$ cat config.mk
export PLATFORM = sky130hd
export DESIGN_NAME = stat_monitor
export DESIGN_NICKNAME = d
export VERILOG_FILES = /design/src/hw/stat_monitor_pkg.sv /design/src/hw/stat_monitor.sv
export VERILOG_INCLUDE_DIRS = /design/src /design/src/hw
export SDC_FILE = /design/constraint.sdc
export NUM_CORES = 2
export LEC_CHECK = 0
export BUFFER_PORTS_ARGS = -buffer_cell sky130_fd_sc_hd__buf_2
export CAP_MARGIN = 10
export CORE_ASPECT_RATIO = 1.4
export CORE_MARGIN = 5
export CORE_UTILIZATION = 47
export CTS_BUF_LIST = sky130_fd_sc_hd__clkbuf_2
export DETAILED_ROUTE_END_ITERATION = 16
export PLACE_DENSITY = 0.63
export RECOVER_POWER = 50
export REMOVE_ABC_BUFFERS = 1
export SETUP_SLACK_MARGIN = 0.5
export SYNTH_ARGS = -nofsm -noshare
export SYNTH_HDL_FRONTEND = slang
export SYNTH_SLANG_ARGS = --single-unit
$ cat constraint.sdc
create_clock -name mclk -period 11.7 [get_ports mclk]
set_input_delay 2.34 -clock mclk [delete_from_list [all_inputs] [get_ports mclk]]
set_output_delay 2.34 -clock mclk [all_outputs]
set_load 0.01 [all_outputs]
$ cat src/hw/stat_monitor_cfg.svh
// Constants of the statistical process monitor: offsets, fields, resets.
// Assumes inclusion by bare name from the monitor module and the assertion checker.
`ifndef STAT_MONITOR_CFG_SVH
`define STAT_MONITOR_CFG_SVH

// Register byte addresses
`define SM_ADDR_CTRL      8'h00
`define SM_ADDR_THRESH    8'h04
`define SM_ADDR_CMD       8'h08
`define SM_ADDR_STATUS    8'h0c
`define SM_ADDR_MEAN      8'h10
`define SM_ADDR_DEV       8'h14
`define SM_ADDR_RATIO     8'h18
`define SM_ADDR_BASE_MEAN 8'h1c
`define SM_ADDR_BASE_DEV  8'h20
`define SM_ADDR_BASE_RAT  8'h24

// Control and command word field positions
`define SM_CTRL_EN        0
`define SM_CTRL_RATIO     1
`define SM_CTRL_ACT_LO    2
`define SM_CTRL_RELEARN   4
`define SM_CTRL_NOISECHK  5
`define SM_CTRL_PER_LO    6
`define SM_CTRL_VSTD_LO   12
`define SM_CTRL_VMEAN_LO  14
`define SM_CMD_ALERT_CLR  0

// Reset values and period clamp limits
`define SM_CTRL_RESET     16'ha0e0
`define SM_THRESH_RESET   16'h1432
`define SM_PERIOD_MIN     6'h01
`define SM_PERIOD_MAX     6'h3c

// Timing and arithmetic
`define SM_CLK_HZ         200000000
`define SM_STAT_PERIOD_S  1
`define SM_SEC_PER_MIN    12'h03c
`define SM_NOISE_FLOOR    16'h0004
`define SM_RATIO_FRAC     12
`define SM_DIV_STEPS      5'h1c

`endif

$ cat src/hw/stat_monitor_pkg.sv
// Types shared by the statistical process monitor.
// Uses no constant of stat_monitor_cfg.svh; widths are written out.
package stat_monitor_pkg;

  // Diagnostic state, read back as 0..3 in this order
  typedef enum logic [1:0] {
    ST_DISABLED, ST_LEARNING, ST_VERIFYING, ST_MONITORING
  } diag_state_t;

  // Action taken on a trip
  typedef enum logic [1:0] {
    ACT_NONE, ACT_UNLATCHED, ACT_LATCHED, ACT_ALARM
  } trip_action_t;

  // One set of statistics
  typedef struct packed {
    logic [15:0] mean;
    logic [15:0] dev;
    logic [15:0] noise_ratio;
  } stat_set_t;

  // Register bus request
  typedef struct packed {
    logic [7:0]  addr;
    logic [31:0] wdata;
    logic        wr;
    logic        rd;
  } reg_req_t;

endpackage : stat_monitor_pkg

$ cat src/hw/stat_monitor.sv
// Statistical process monitor: running statistics, baseline state machine,
// trip decision and action outputs. Assumes pressure samples come from
// logic on mclk; the alarm direction switch is an asynchronous pin.
//
// Local design decisions: the placing of the registers and the address-and-strobe port.
`include "stat_monitor_cfg.svh"
`timescale 1ns/1ps
`default_nettype none

module stat_monitor #(
  parameter int TICK_CYCLES = `SM_CLK_HZ * `SM_STAT_PERIOD_S
) (
  input  wire logic                      mclk,
  input  wire logic                      rst_n,
  input  wire logic [15:0]               pressure,
  input  wire logic                      pressureValid,
  input  wire logic                      alarmSwitchHigh,
  input  wire stat_monitor_pkg::reg_req_t regReq,
  output logic [31:0]                    regRdata,
  output logic                           hartAlert,
  output logic                           loopAlarm,
  output logic                           loopAlarmHigh
);

  ////////////////////////////////////////////////////////////////////////
  // Helpers

  // Percent limit from a two-bit verification code; 0 means no check
  function automatic logic [7:0] verifPct(input logic [1:0] code);
    verifPct = {4'h0, code} * 8'h0a;
  endfunction : verifPct

  // True when a rises above b, or with twoSided departs from it, by more than pct percent
  function automatic logic overPct(input logic [15:0] a,
                                   input logic [15:0] b,
                                   input logic [7:0]  pct,
                                   input logic        twoSided);
    logic [15:0] d;
    d = (a >= b) ? a - b : (twoSided ? b - a : 16'h0000);
    overPct = ({16'h0000, d} * 32'd100) > ({16'h0000, b} * {24'h0, pct});
  endfunction : overPct

  ////////////////////////////////////////////////////////////////////////
  // Registers and pins

  logic [15:0] ctrl_r;
  logic [15:0] thresh_r;
  logic [31:0] regRdata_r;
  logic        swMeta_r;
  logic        swSync_r;
  logic        enable;
  logic        ratioMode;
  logic        relearn;
  logic        noiseChk;
  logic [5:0]  periodMin;
  logic [7:0]  sensPct;
  logic [7:0]  meanChgPct;
  stat_monitor_pkg::trip_action_t action;

  assign enable     = ctrl_r[`SM_CTRL_EN];
  assign ratioMode  = ctrl_r[`SM_CTRL_RATIO];
  assign action     = stat_monitor_pkg::trip_action_t'(
                        ctrl_r[`SM_CTRL_ACT_LO +: 2]);
  assign relearn    = ctrl_r[`SM_CTRL_RELEARN];
  assign noiseChk   = ctrl_r[`SM_CTRL_NOISECHK];
  assign periodMin  = ctrl_r[`SM_CTRL_PER_LO +: 6];
  assign sensPct    = thresh_r[7:0];
  assign meanChgPct = thresh_r[15:8];

  // Alarm direction switch is a pin; two flops before use
  always_ff @(posedge mclk or negedge rst_n) begin
    if (!rst_n) begin
      swMeta_r <= 1'b0;
      swSync_r <= 1'b0;
    end else begin
      swMeta_r <= alarmSwitchHigh;
      swSync_r <= swMeta_r;
    end
  end

  // Configuration writes; period clamped into one to sixty minutes
  always_ff @(posedge mclk or negedge rst_n) begin
    if (!rst_n) begin
      ctrl_r   <= `SM_CTRL_RESET;
      thresh_r <= `SM_THRESH_RESET;
    end else if (regReq.wr) begin
      if (regReq.addr == `SM_ADDR_CTRL) begin
        ctrl_r <= regReq.wdata[15:0];
        if (regReq.wdata[`SM_CTRL_PER_LO +: 6] < `SM_PERIOD_MIN)
          ctrl_r[`SM_CTRL_PER_LO +: 6] <= `SM_PERIOD_MIN;
        else if (regReq.wdata[`SM_CTRL_PER_LO +: 6] > `SM_PERIOD_MAX)
          ctrl_r[`SM_CTRL_PER_LO +: 6] <= `SM_PERIOD_MAX;
      end
      if (regReq.addr == `SM_ADDR_THRESH)
        thresh_r <= regReq.wdata[15:0];
    end
  end

  wire alertClr = regReq.wr && (regReq.addr == `SM_ADDR_CMD) &&
                  regReq.wdata[`SM_CMD_ALERT_CLR];

  ////////////////////////////////////////////////////////////////////////
  // Running statistics; they reach regRdata and, through the trip, hartAlert and loopAlarm

  logic [23:0] meanAcc_r;
  logic [27:0] slowAcc_r;
  logic [23:0] devAcc_r;
  logic [31:0] tickCnt_r;
  logic        tick_r;
  logic [16:0] hp;
  logic [15:0] hpAbs;

  // High-pass: sample minus a very slow average
  always_comb begin
    hp    = {1'b0, pressure} - {1'b0, slowAcc_r[27:12]};
    hpAbs = hp[16] ? 16'(-hp) : hp[15:0];
  end

  // Mean on raw samples, deviation on filtered ones; always running
  always_ff @(posedge mclk or negedge rst_n) begin
    if (!rst_n) begin
      meanAcc_r <= 24'h000000;
      slowAcc_r <= 28'h0000000;
      devAcc_r  <= 24'h000000;
    end else if (pressureValid) begin
      meanAcc_r <= meanAcc_r + {8'h00, pressure}
                   - {8'h00, meanAcc_r[23:8]};
      slowAcc_r <= slowAcc_r + {12'h000, pressure}
                   - {12'h000, slowAcc_r[27:12]};
      devAcc_r  <= devAcc_r + {8'h00, hpAbs}
                   - {8'h00, devAcc_r[23:8]};
    end
  end

  // One-second cadence as a one-cycle enable
  always_ff @(posedge mclk or negedge rst_n) begin
    if (!rst_n) begin
      tickCnt_r <= 32'h00000000;
      tick_r    <= 1'b0;
    end else if (tickCnt_r == 32'(TICK_CYCLES - 1)) begin
      tickCnt_r <= 32'h00000000;
      tick_r    <= 1'b1;
    end else begin
      tickCnt_r <= tickCnt_r + 32'h00000001;
      tick_r    <= 1'b0;
    end
  end

  ////////////////////////////////////////////////////////////////////////
  // Ratio divider: deviation scaled up, over mean, restoring, 28 steps

  stat_monitor_pkg::stat_set_t cur_r;
  logic [27:0] quo_r;
  logic [16:0] rem_r;
  logic [4:0]  divCnt_r;
  logic        divBusy_r;
  logic        statsReady_r;
  logic [16:0] remShift;
  logic        fits;

  always_comb begin
    remShift = {rem_r[15:0], quo_r[27]};
    fits     = remShift >= {1'b0, cur_r.mean};
  end

  // Snapshot each second, then divide; zero mean reads as full scale
  always_ff @(posedge mclk or negedge rst_n) begin
    if (!rst_n) begin
      cur_r        <= '0;
      quo_r        <= 28'h0000000;
      rem_r        <= 17'h00000;
      divCnt_r     <= 5'h00;
      divBusy_r    <= 1'b0;
      statsReady_r <= 1'b0;
    end else begin
      statsReady_r <= 1'b0;
      if (tick_r) begin
        cur_r.mean <= meanAcc_r[23:8];
        cur_r.dev  <= devAcc_r[23:8];
        quo_r      <= {devAcc_r[23:8], `SM_RATIO_FRAC'(0)};
        rem_r      <= 17'h00000;
        divCnt_r   <= 5'h00;
        divBusy_r  <= 1'b1;
      end else if (divBusy_r) begin
        rem_r    <= fits ? remShift - {1'b0, cur_r.mean} : remShift;
        quo_r    <= {quo_r[26:0], fits};
        divCnt_r <= divCnt_r + 5'h01;
        if (divCnt_r == `SM_DIV_STEPS - 5'h01) begin
          divBusy_r    <= 1'b0;
          statsReady_r <= 1'b1;
          if (cur_r.mean == 16'h0000 || (|quo_r[26:15]) || fits &&
              quo_r[15])
            cur_r.noise_ratio <= 16'hffff;
          else
            cur_r.noise_ratio <= {quo_r[14:0], fits};
        end
      end
    end
  end

  ////////////////////////////////////////////////////////////////////////
  // Baseline state machine and decision

  stat_monitor_pkg::diag_state_t state_r;
  stat_monitor_pkg::stat_set_t   first_r;
  stat_monitor_pkg::stat_set_t   base_r;
  logic        baseValid_r;
  logic        enPrev_r;
  logic        trip_r;
  logic [11:0] secCnt_r;
  logic        periodEnd;
  logic        stable;

  always_comb begin
    periodEnd = secCnt_r == 12'({6'h00, periodMin} * `SM_SEC_PER_MIN
                                - 12'h001);
    stable = !(ctrl_r[`SM_CTRL_VSTD_LO +: 2] != 2'b00 &&
               overPct(cur_r.dev, first_r.dev,
                       verifPct(ctrl_r[`SM_CTRL_VSTD_LO +: 2]), 1'b1)) &&
             !(ctrl_r[`SM_CTRL_VMEAN_LO +: 2] != 2'b00 &&
               overPct(cur_r.mean, first_r.mean,
                       verifPct(ctrl_r[`SM_CTRL_VMEAN_LO +: 2]), 1'b1));
  end

  // Learning, verifying and monitoring only while enabled
  always_ff @(posedge mclk or negedge rst_n) begin
    if (!rst_n) begin
      state_r     <= stat_monitor_pkg::ST_DISABLED;
      first_r     <= '0;
      base_r      <= '0;
      baseValid_r <= 1'b0;
      enPrev_r    <= 1'b0;
      trip_r      <= 1'b0;
      secCnt_r    <= 12'h000;
    end else begin
      enPrev_r <= enable;
      if (!enable) begin
        state_r <= stat_monitor_pkg::ST_DISABLED;
        trip_r  <= 1'b0;
      end else if (!enPrev_r) begin
        secCnt_r <= 12'h000;
        if (!relearn && baseValid_r)
          state_r <= stat_monitor_pkg::ST_MONITORING;
        else
          state_r <= stat_monitor_pkg::ST_LEARNING;
      end else if (statsReady_r) begin
        secCnt_r <= periodEnd ? 12'h000 : secCnt_r + 12'h001;
        unique case (state_r)
          stat_monitor_pkg::ST_LEARNING: begin
            // Restart the period while process noise is too quiet
            if (periodEnd &&
                !(noiseChk && cur_r.dev <= `SM_NOISE_FLOOR)) begin
              first_r <= cur_r;
              state_r <= stat_monitor_pkg::ST_VERIFYING;
            end
          end
          stat_monitor_pkg::ST_VERIFYING: begin
            if (periodEnd && stable) begin
              base_r      <= cur_r;
              baseValid_r <= 1'b1;
              state_r     <= stat_monitor_pkg::ST_MONITORING;
            end else if (periodEnd) begin
              first_r <= cur_r;
            end
          end
          stat_monitor_pkg::ST_MONITORING: begin
            if (ratioMode) begin
              trip_r <= overPct(cur_r.noise_ratio, base_r.noise_ratio,
                                sensPct, 1'b0);
            end else if (overPct(cur_r.mean, base_r.mean,
                                 meanChgPct, 1'b1)) begin
              trip_r   <= 1'b0;
              secCnt_r <= 12'h000;
              state_r  <= stat_monitor_pkg::ST_LEARNING;
            end else begin
              trip_r <= overPct(cur_r.dev, base_r.dev,
                                sensPct, 1'b0);
            end
          end
          stat_monitor_pkg::ST_DISABLED: begin
            state_r <= stat_monitor_pkg::ST_LEARNING;
          end
        endcase
      end
    end
  end

  ////////////////////////////////////////////////////////////////////////
  // Trip actions

  logic latched_r;
  logic hartAlert_r;
  logic loopAlarm_r;
  logic loopHigh_r;

  // Latched alert: set wins over a same-cycle clear; state moves ignored
  always_ff @(posedge mclk or negedge rst_n) begin
    if (!rst_n)
      latched_r <= 1'b0;
    else if (trip_r && action == stat_monitor_pkg::ACT_LATCHED)
      latched_r <= 1'b1;
    else if (alertClr)
      latched_r <= 1'b0;
  end

  // None gives nothing; alerts leave the loop alone
  always_ff @(posedge mclk or negedge rst_n) begin
    if (!rst_n) begin
      hartAlert_r <= 1'b0;
      loopAlarm_r <= 1'b0;
      loopHigh_r  <= 1'b0;
    end else begin
      hartAlert_r <= latched_r || (trip_r &&
                     action == stat_monitor_pkg::ACT_UNLATCHED);
      loopAlarm_r <= trip_r &&
                     action == stat_monitor_pkg::ACT_ALARM;
      loopHigh_r  <= swSync_r;
    end
  end

  assign hartAlert     = hartAlert_r;
  assign loopAlarm     = loopAlarm_r;
  assign loopAlarmHigh = loopHigh_r;

  ////////////////////////////////////////////////////////////////////////
  // Read port, data in the cycle after the strobe

  logic [1:0] stateCode;

  always_comb begin
    unique case (state_r)
      stat_monitor_pkg::ST_DISABLED:  stateCode = 2'h0;
      stat_monitor_pkg::ST_LEARNING:  stateCode = 2'h1;
      stat_monitor_pkg::ST_VERIFYING: stateCode = 2'h2;
      stat_monitor_pkg::ST_MONITORING: stateCode = 2'h3;
    endcase
  end

  // Unmapped and write-only addresses read as zero
  always_ff @(posedge mclk or negedge rst_n) begin
    if (!rst_n)
      regRdata_r <= 32'h00000000;
    else if (regReq.rd) begin
      unique case (regReq.addr)
        `SM_ADDR_CTRL:      regRdata_r <= {16'h0000, ctrl_r};
        `SM_ADDR_THRESH:    regRdata_r <= {16'h0000, thresh_r};
        `SM_ADDR_STATUS:    regRdata_r <= {26'h0, baseValid_r,
                              loopAlarm_r, hartAlert_r, trip_r,
                              stateCode};
        `SM_ADDR_MEAN:      regRdata_r <= {16'h0000, cur_r.mean};
        `SM_ADDR_DEV:       regRdata_r <= {16'h0000, cur_r.dev};
        `SM_ADDR_RATIO:     regRdata_r <= {16'h0000,
                                           cur_r.noise_ratio};
        `SM_ADDR_BASE_MEAN: regRdata_r <= {16'h0000, base_r.mean};
        `SM_ADDR_BASE_DEV:  regRdata_r <= {16'h0000, base_r.dev};
        `SM_ADDR_BASE_RAT:  regRdata_r <= {16'h0000,
                                           base_r.noise_ratio};
        default:            regRdata_r <= 32'h00000000;
      endcase
    end
  end

  assign regRdata = regRdata_r;

endmodule : stat_monitor

`default_nettype wire

# Word level (Yosys, flattened, before mapping)

Cells that the tools add are included.

Add/subtract/negate cells: 21
$mul: 13
Order comparisons: 14
Eq/ne operators: 30
Multiplexer cells: 53
Bitwise gates (word level): 1
Reduce and logical (&&, ||, !) cells: 37

Operator list:

| cell                                                                 | number |
|---|---|
| 16-bit 2-to-1 mux                                                    | 10 |
| 48-bit 2-to-1 mux                                                    | 3 |
| 16-bit one-hot mux with 9 select lines                               | 1 |
| 16-bit subtractor                                                    | 9 |
| 16-bit by 5-bit multiplier with 21-bit output, second input constant | 5 |
| 48-bit one-hot mux with 2 select lines                               | 1 |
| 16-bit greater-or-equal comparator                                   | 5 |
| 23-bit by 24-bit > comparator with 1-bit output                      | 3 |
| 16-bit by 8-bit multiplier with 24-bit output                        | 3 |
| 12-bit 2-to-1 mux                                                    | 6 |
| 28-bit 2-to-1 mux                                                    | 2 |
| 24-bit by 16-bit adder with 24-bit output                            | 2 |
| 24-bit by 16-bit subtractor with 24-bit output                       | 2 |
| 23-bit by 22-bit > comparator with 1-bit output                      | 2 |
| 16-bit by 5-bit multiplier with 21-bit output                        | 2 |
| 32-bit by 1-bit adder with 32-bit output, second input constant      | 1 |
| 32-bit by 28-bit == test with 1-bit output, second input constant    | 1 |
| 8-bit by 5-bit == test with 1-bit output, second input constant      | 4 |
| 32-bit 2-to-1 mux                                                    | 1 |
| 28-bit by 16-bit adder with 28-bit output                            | 1 |
| 28-bit by 16-bit subtractor with 28-bit output                       | 1 |
| 17-bit by 16-bit greater-or-equal comparator with 1-bit output       | 1 |
| 16-bit by 16-bit subtractor with 17-bit output                       | 1 |
| 8-bit by 4-bit == test with 1-bit output, second input constant      | 2 |
| 37 further kinds                                                     | 100 |

Register bits after elaboration: 375
Bits of input ports: 62
Output and inout bits: 35
Word-level logic and storage cells: 201

# Depth between registers and ports, before layout

Word-level depth: 13
Depth in mapped cells: 44
Depth with buffers taken out: 41

# Worst setup path before layout

Ideal clock, no wire load.

Path kind: register to register
Start point: register base_r[33] (netlist name)
End point: register secCnt_r[10]
Setup time: 83 ps
Arrival time: 8555 ps
Required time: 11617 ps
Slack: 3063 ps
Cell stages (with the launch flop): 41
Path buffers: 5
Period minus slack after synthesis: 8637 ps
Path through: dfrtp_1 clkbuf_1 inv_1 fa_1 a21o_1 a21o_1 a21oi_1 nor2b_1 o41a_1 o211ai_1 and3_1 buf_2 buf_2 buf_2 nor2_1 a31o_2 xnor2_1 ha_1 [... 5 more ...] a21oi_1 o21ai_0 a21oi_1 o21ai_0 a211o_1 a2111oi_0 nor3_1 a211o_1 a21oi_1 xnor2_1 ha_1 a2111oi_0 a311o_1 nor3_1 a31oi_1 buf_2 a21oi_1 o21ai_0

Longest elaborated chain between the ends: 9
Elaborated cells on any way between the ends: 12
Those cells by class: 2 x add/sub; 2 x mul; 2 x order compare; 6 x mux

Ends and longest elaborated chain:

| item                                                                           | RTL line            | source |
|---|---|---|
| start, declared                                                                | stat_monitor.sv:206 | `stat_monitor_pkg::stat_set_t base_r;` |
| start signal, assigned                                                         | stat_monitor.sv:259 | `base_r <= cur_r;` |
| 16-bit subtractor / 16-bit greater-or-equal comparator (equally long branches) | stat_monitor.sv:39  | `d = (a >= b) ? a - b : (twoSided ? b - a : 16'h0000);` |
| 16-bit 2-to-1 mux                                                              | stat_monitor.sv:39  |  |
| 16-bit by 5-bit multiplier with 21-bit output                                  | stat_monitor.sv:40  | `overPct = ({16'h0000, d} * 32'd100) > ({16'h0000, b} * {24'h0, pct});` |
| 23-bit by 24-bit > comparator with 1-bit output (*)                            | stat_monitor.sv:40  |  |
| 12-bit 2-to-1 mux (*)                                                          | stat_monitor.sv:270 | `end else if (overPct(cur_r.mean, base_r.mean,` |
| 12-bit 2-to-1 mux (*)                                                          | stat_monitor.sv:267 | `if (ratioMode) begin` |
| 12-bit 2-to-1 mux (*)                                                          | stat_monitor.sv:248 | `unique case (state_r)` |
| 12-bit 2-to-1 mux (*)                                                          | stat_monitor.sv:246 | `end else if (statsReady_r) begin` |
| 12-bit 2-to-1 mux (*)                                                          | stat_monitor.sv:240 | `end else if (!enPrev_r) begin` |
| end signal, assigned                                                           | stat_monitor.sv:247 | `secCnt_r <= periodEnd ? 12'h000 : secCnt_r + 12'h001;` |
| end, declared                                                                  | stat_monitor.sv:210 | `logic [11:0] secCnt_r;` |

Mark *: on every way between the ends. The rest lies on a longest branch, timed or not. The select of a mux whose other input is x is not followed.
A chain may end at the register's enable or synchronous reset.

# Final worst setup path

Start point: register cur_r[34] (netlist name)
End point: register secCnt_r[2]

Longest elaborated chain between the ends: 9
Elaborated cells on any way between the ends: 11
Those cells by class: 2 x add/sub; 1 x mul; 2 x order compare; 6 x mux

Ends and longest elaborated chain:

| item                                                                           | RTL line            | source |
|---|---|---|
| start, declared                                                                | stat_monitor.sv:152 | `stat_monitor_pkg::stat_set_t cur_r;` |
| 16-bit subtractor / 16-bit greater-or-equal comparator (equally long branches) | stat_monitor.sv:39  |  |
| 16-bit 2-to-1 mux (*)                                                          | stat_monitor.sv:39  |  |
| 16-bit by 5-bit multiplier with 21-bit output (*)                              | stat_monitor.sv:40  |  |
| 23-bit by 24-bit > comparator with 1-bit output (*)                            | stat_monitor.sv:40  |  |
| 12-bit 2-to-1 mux (*)                                                          | stat_monitor.sv:270 |  |
| 12-bit 2-to-1 mux (*)                                                          | stat_monitor.sv:267 |  |
| 12-bit 2-to-1 mux (*)                                                          | stat_monitor.sv:248 |  |
| 12-bit 2-to-1 mux (*)                                                          | stat_monitor.sv:246 |  |
| 12-bit 2-to-1 mux (*)                                                          | stat_monitor.sv:240 |  |

Marks and branches as above.

==> impl_metrics.json <==
{
  "synthToLayoutAreaGrowth_pct": 4.706,
  "final_cell_mix": "1066 x inv_1, 831 x ha_1, 551 x nand2_1",
  "overflow": 0,
  "violations": "max-capacitance violations, max-slew violations",
  "wl_met1_um": 56460,
  "worst_pin_slew_ns": 4.375,
  "r2r_slack_ns": 1.34,
  "ys_warn_count": 0,
  "hold_viol_final": 0,
  "dr_wl_met2_um": 72260,
  "clkLatencyLatePin_ns": 1.16,
  "hold_depth": 0,
  "synth-seq-cells": 359,
  "period_needed_ns": 10.36,
  "rows": 147,
  "initial_utilization_pct": 47.11,
  "place_congestion": 0.9331,
  "cts_resized": 0,
  "grt_max_degree": 157,
  "synthMuxAreaShare_pct": 3.697,
  "cp_slowest_stage_delay_ns": 0.64,
  "cp_common_cell": "ha_1",
  "drive_above_1_share_pct": 5.770,
  "arrival_ns": 11.25,
  "port_buffers": 64,
  "maxSlewViolCount": 624,
  "synthTopCellsByArea": "ha_1 19%, dfrtp_1 16%, fa_1 16%",
  "leakage_nw": 29.91,
  "antenna_found_initial": 2,
  "syn_inst": 6266,
  "post-place-cells": 7660,
  "rsz0062_at_grt": "false",
  "h-tree-depth": 3,
  "grt_use_total_pct": 23.39,
  "drt-total-wl_um": 142600,
  "synth_ff_type": "dfrtp_1",
  "die_x_um": 296.0,
  "drc": 0,
  "ios": 97,
  "route.met3.wl_um": 6674,
  "dr.max_layer_used": "met4",
  "cts_tree": "done",
  "core_area_mm2": 0.1142,
  "grt_pass1_wl_um": 230400,
  "synth_compound_area_share_pct": 14.71,
  "hold_buffers": 0,
  "postSynth.asyncResetShare_pct": 100.0,
  "synth_top_family_by_area": "adder cells",
  "seqCellArea_mm2": 0.008997,
  "hpwlAfterDp_um": 115000,
  "maxCapViolCount": 9,
  "wl_per_cell_um": 18.20,
  "syn_area_mm2": 0.05381,
  "synth-simple-area-share_pct": 14.24,
  "path_clk_slew_ns": 0.12,
  "relSlewSlack_pct": -191.7,
  "crit_type": "reg -> reg",
  "rr_endpoint": "secCnt_r[2]",
  "synth_edf_count": 0,
  "yosysTopAreaCell": "ha_1",
  "critPathRequiredTime_ns": 12.59,
  "ys_seq_area_share_pct": 16.72,
  "drtIter0Drc": 2360,
  "hold_path_end": "loopAlarmHigh",
  "peakVddDrop_mv": 0.2593,
  "grt_pass1_vias": 45050,
  "nets": 7598,
  "root_buffer": "clkbuf_2",
  "fin_tns_setup_ns": 0,
  "cts.sinks": 359,
  "synth.distinct_cells": 99,
  "n_fill_cell": 11010,
  "avgSynthCellArea_um2": 8.588,
  "status": "finished with violations",
  "startpoint_type": "register",
  "worst_r2r_path_depth": 37,
  "hold_start": "swSync_r",
  "worstPathMaxFanout": 17,
  "layout_commonest_cell": "inv_1",
  "avgViaCountPerCell": 5.541,
  "period_share_pct": 88.59,
  "multiInputGateArea_mm2": 0.03999,
  "power_density_mw_per_mm2": 128.2,
  "die_y_um": 410.4,
  "synthAdderAreaFrac_pct": 35.34,
  "fin_cells": 7835,
  "skew_ns": 0.1830,
  "postRouteAntennaNets": 0,
  "slowest_stage": "nor3_1",
  "vias": 43420,
  "die_area_mm2": 0.1215,
  "drtPass1Iterations": 6,
  "synth_xor_area_share_pct": 6.173,
  "setup_violations": 0,
  "critPathLaunch": "cur_r[34]",
  "cts_buffers": 102,
  "endpoint_kind": "register",
  "fmax_mhz": 96.48,
  "clk_path_buf_depth": 3,
  "min_path_type": "reg -> reg",
  "cts_setup_buffers": 0,
  "synth_top_area_share_pct": 19.32,
  "regToRegStartpoint": "cur_r[34]"
}
Yosys cell counts (134+ instances only):
cell type / count
a21o_1: 144
a21oi_1: 268
and2_1: 233
clkbuf_1: 178
dfrtp_1: 349
fa_1: 430
ha_1: 831
inv_1: 1066
nand2_1: 551
nor2_1: 304
o21ai_0: 315
xnor2_1: 240
xor2_1: 134
per-stage QoR:
step           setup slack (ns)  power [mW]  hold slack, ns  area, um2  util [%]
3_5_place_dp              1.548       6.298          0.3395      55520     48.61
4_1_cts                   1.390       7.286          0.3367      56400     49.38
2_1_floorplan             2.374       5.384          0.3312      52970         -
6_report                  1.335       7.222          0.3328      56350     49.33
5_1_grt                  0.4422       7.963          0.3601      56340     49.33
3_3_place_gp              1.586       6.214          0.3346      55520     48.61
sequential cells by signal (all words and copies together) (netlist names), 2 cells and up:
register,cells
quo_r,28
secCnt_r,12
regRdata,16
base_r,48
rem_r,16
ctrl_r,16
first_r,32
meanAcc_r,24
cur_r,48
slowAcc_r,28
devAcc_r,24
tickCnt_r,32
thresh_r,16
state_r,2
divCnt_r,5
kinds of logic after synthesis:
| family | count (synthesis) |
|---|---|
| buffers and inverters | 1284 |
| AOI/OAI and AO/OA | 1208 |
| muxes | 190 |
| adders and majority gates | 1262 |
| other | 1 |
| and+or+nand+nor | 1586 |
| DFF | 359 |
| xor gates and xnor gates | 376 |
power breakdown:
group | total [mW] | internal [mW] | switching [mW]
Sequential | 1.59 | 1.43 | 0.168
Combinational | 4.70 | 2.13 | 2.57
Clock | 0.931 | 0.350 | 0.581
Total | 7.22 | 3.91 | 3.31
per-layer routing:
layer	vias up	global-route usage, %
li1	20890	-
met2	1030	43.05
met3	318	2.943
met5	-	0
met1	21180	26.95
met4	0	10.50
critical path: cells and delay by family (launching register included):
family	cells	cell delay, ns
adders and majority gates	6	2.19
AOI/OAI and AO/OA	18	4.03
DFF	1	0.62
xor gates and xnor gates	2	0.44
muxes	1	0.36
buffers and inverters	5	0.98
and+or+nand+nor	5	1.46
how the worst max path moves through the flow:
stage	endpoint	depth (start not counted)
floorplan	base_r[10]	39
global placement	secCnt_r[2]	40
detailed placement	secCnt_r[2]	39
CTS	secCnt_r[2]	39
global route	regRdata[12]	3
finish	secCnt_r[2]	37
cell type report:
| type | instances | share of cell area (%) |
|---|---|---|
| diodes | 2 | 0.008882 |
| clock buffers | 140 | 1.244 |
| clock inverters | 32 | 0.3064 |
| inverters | 1067 | 7.108 |
| multi-input cells | 4638 | 70.97 |
| flip-flops and latches | 359 | 15.97 |
| well taps | 1490 | 3.309 |
| repair buffers | 107 | 1.086 |
(Power assumes the default switching activity.)
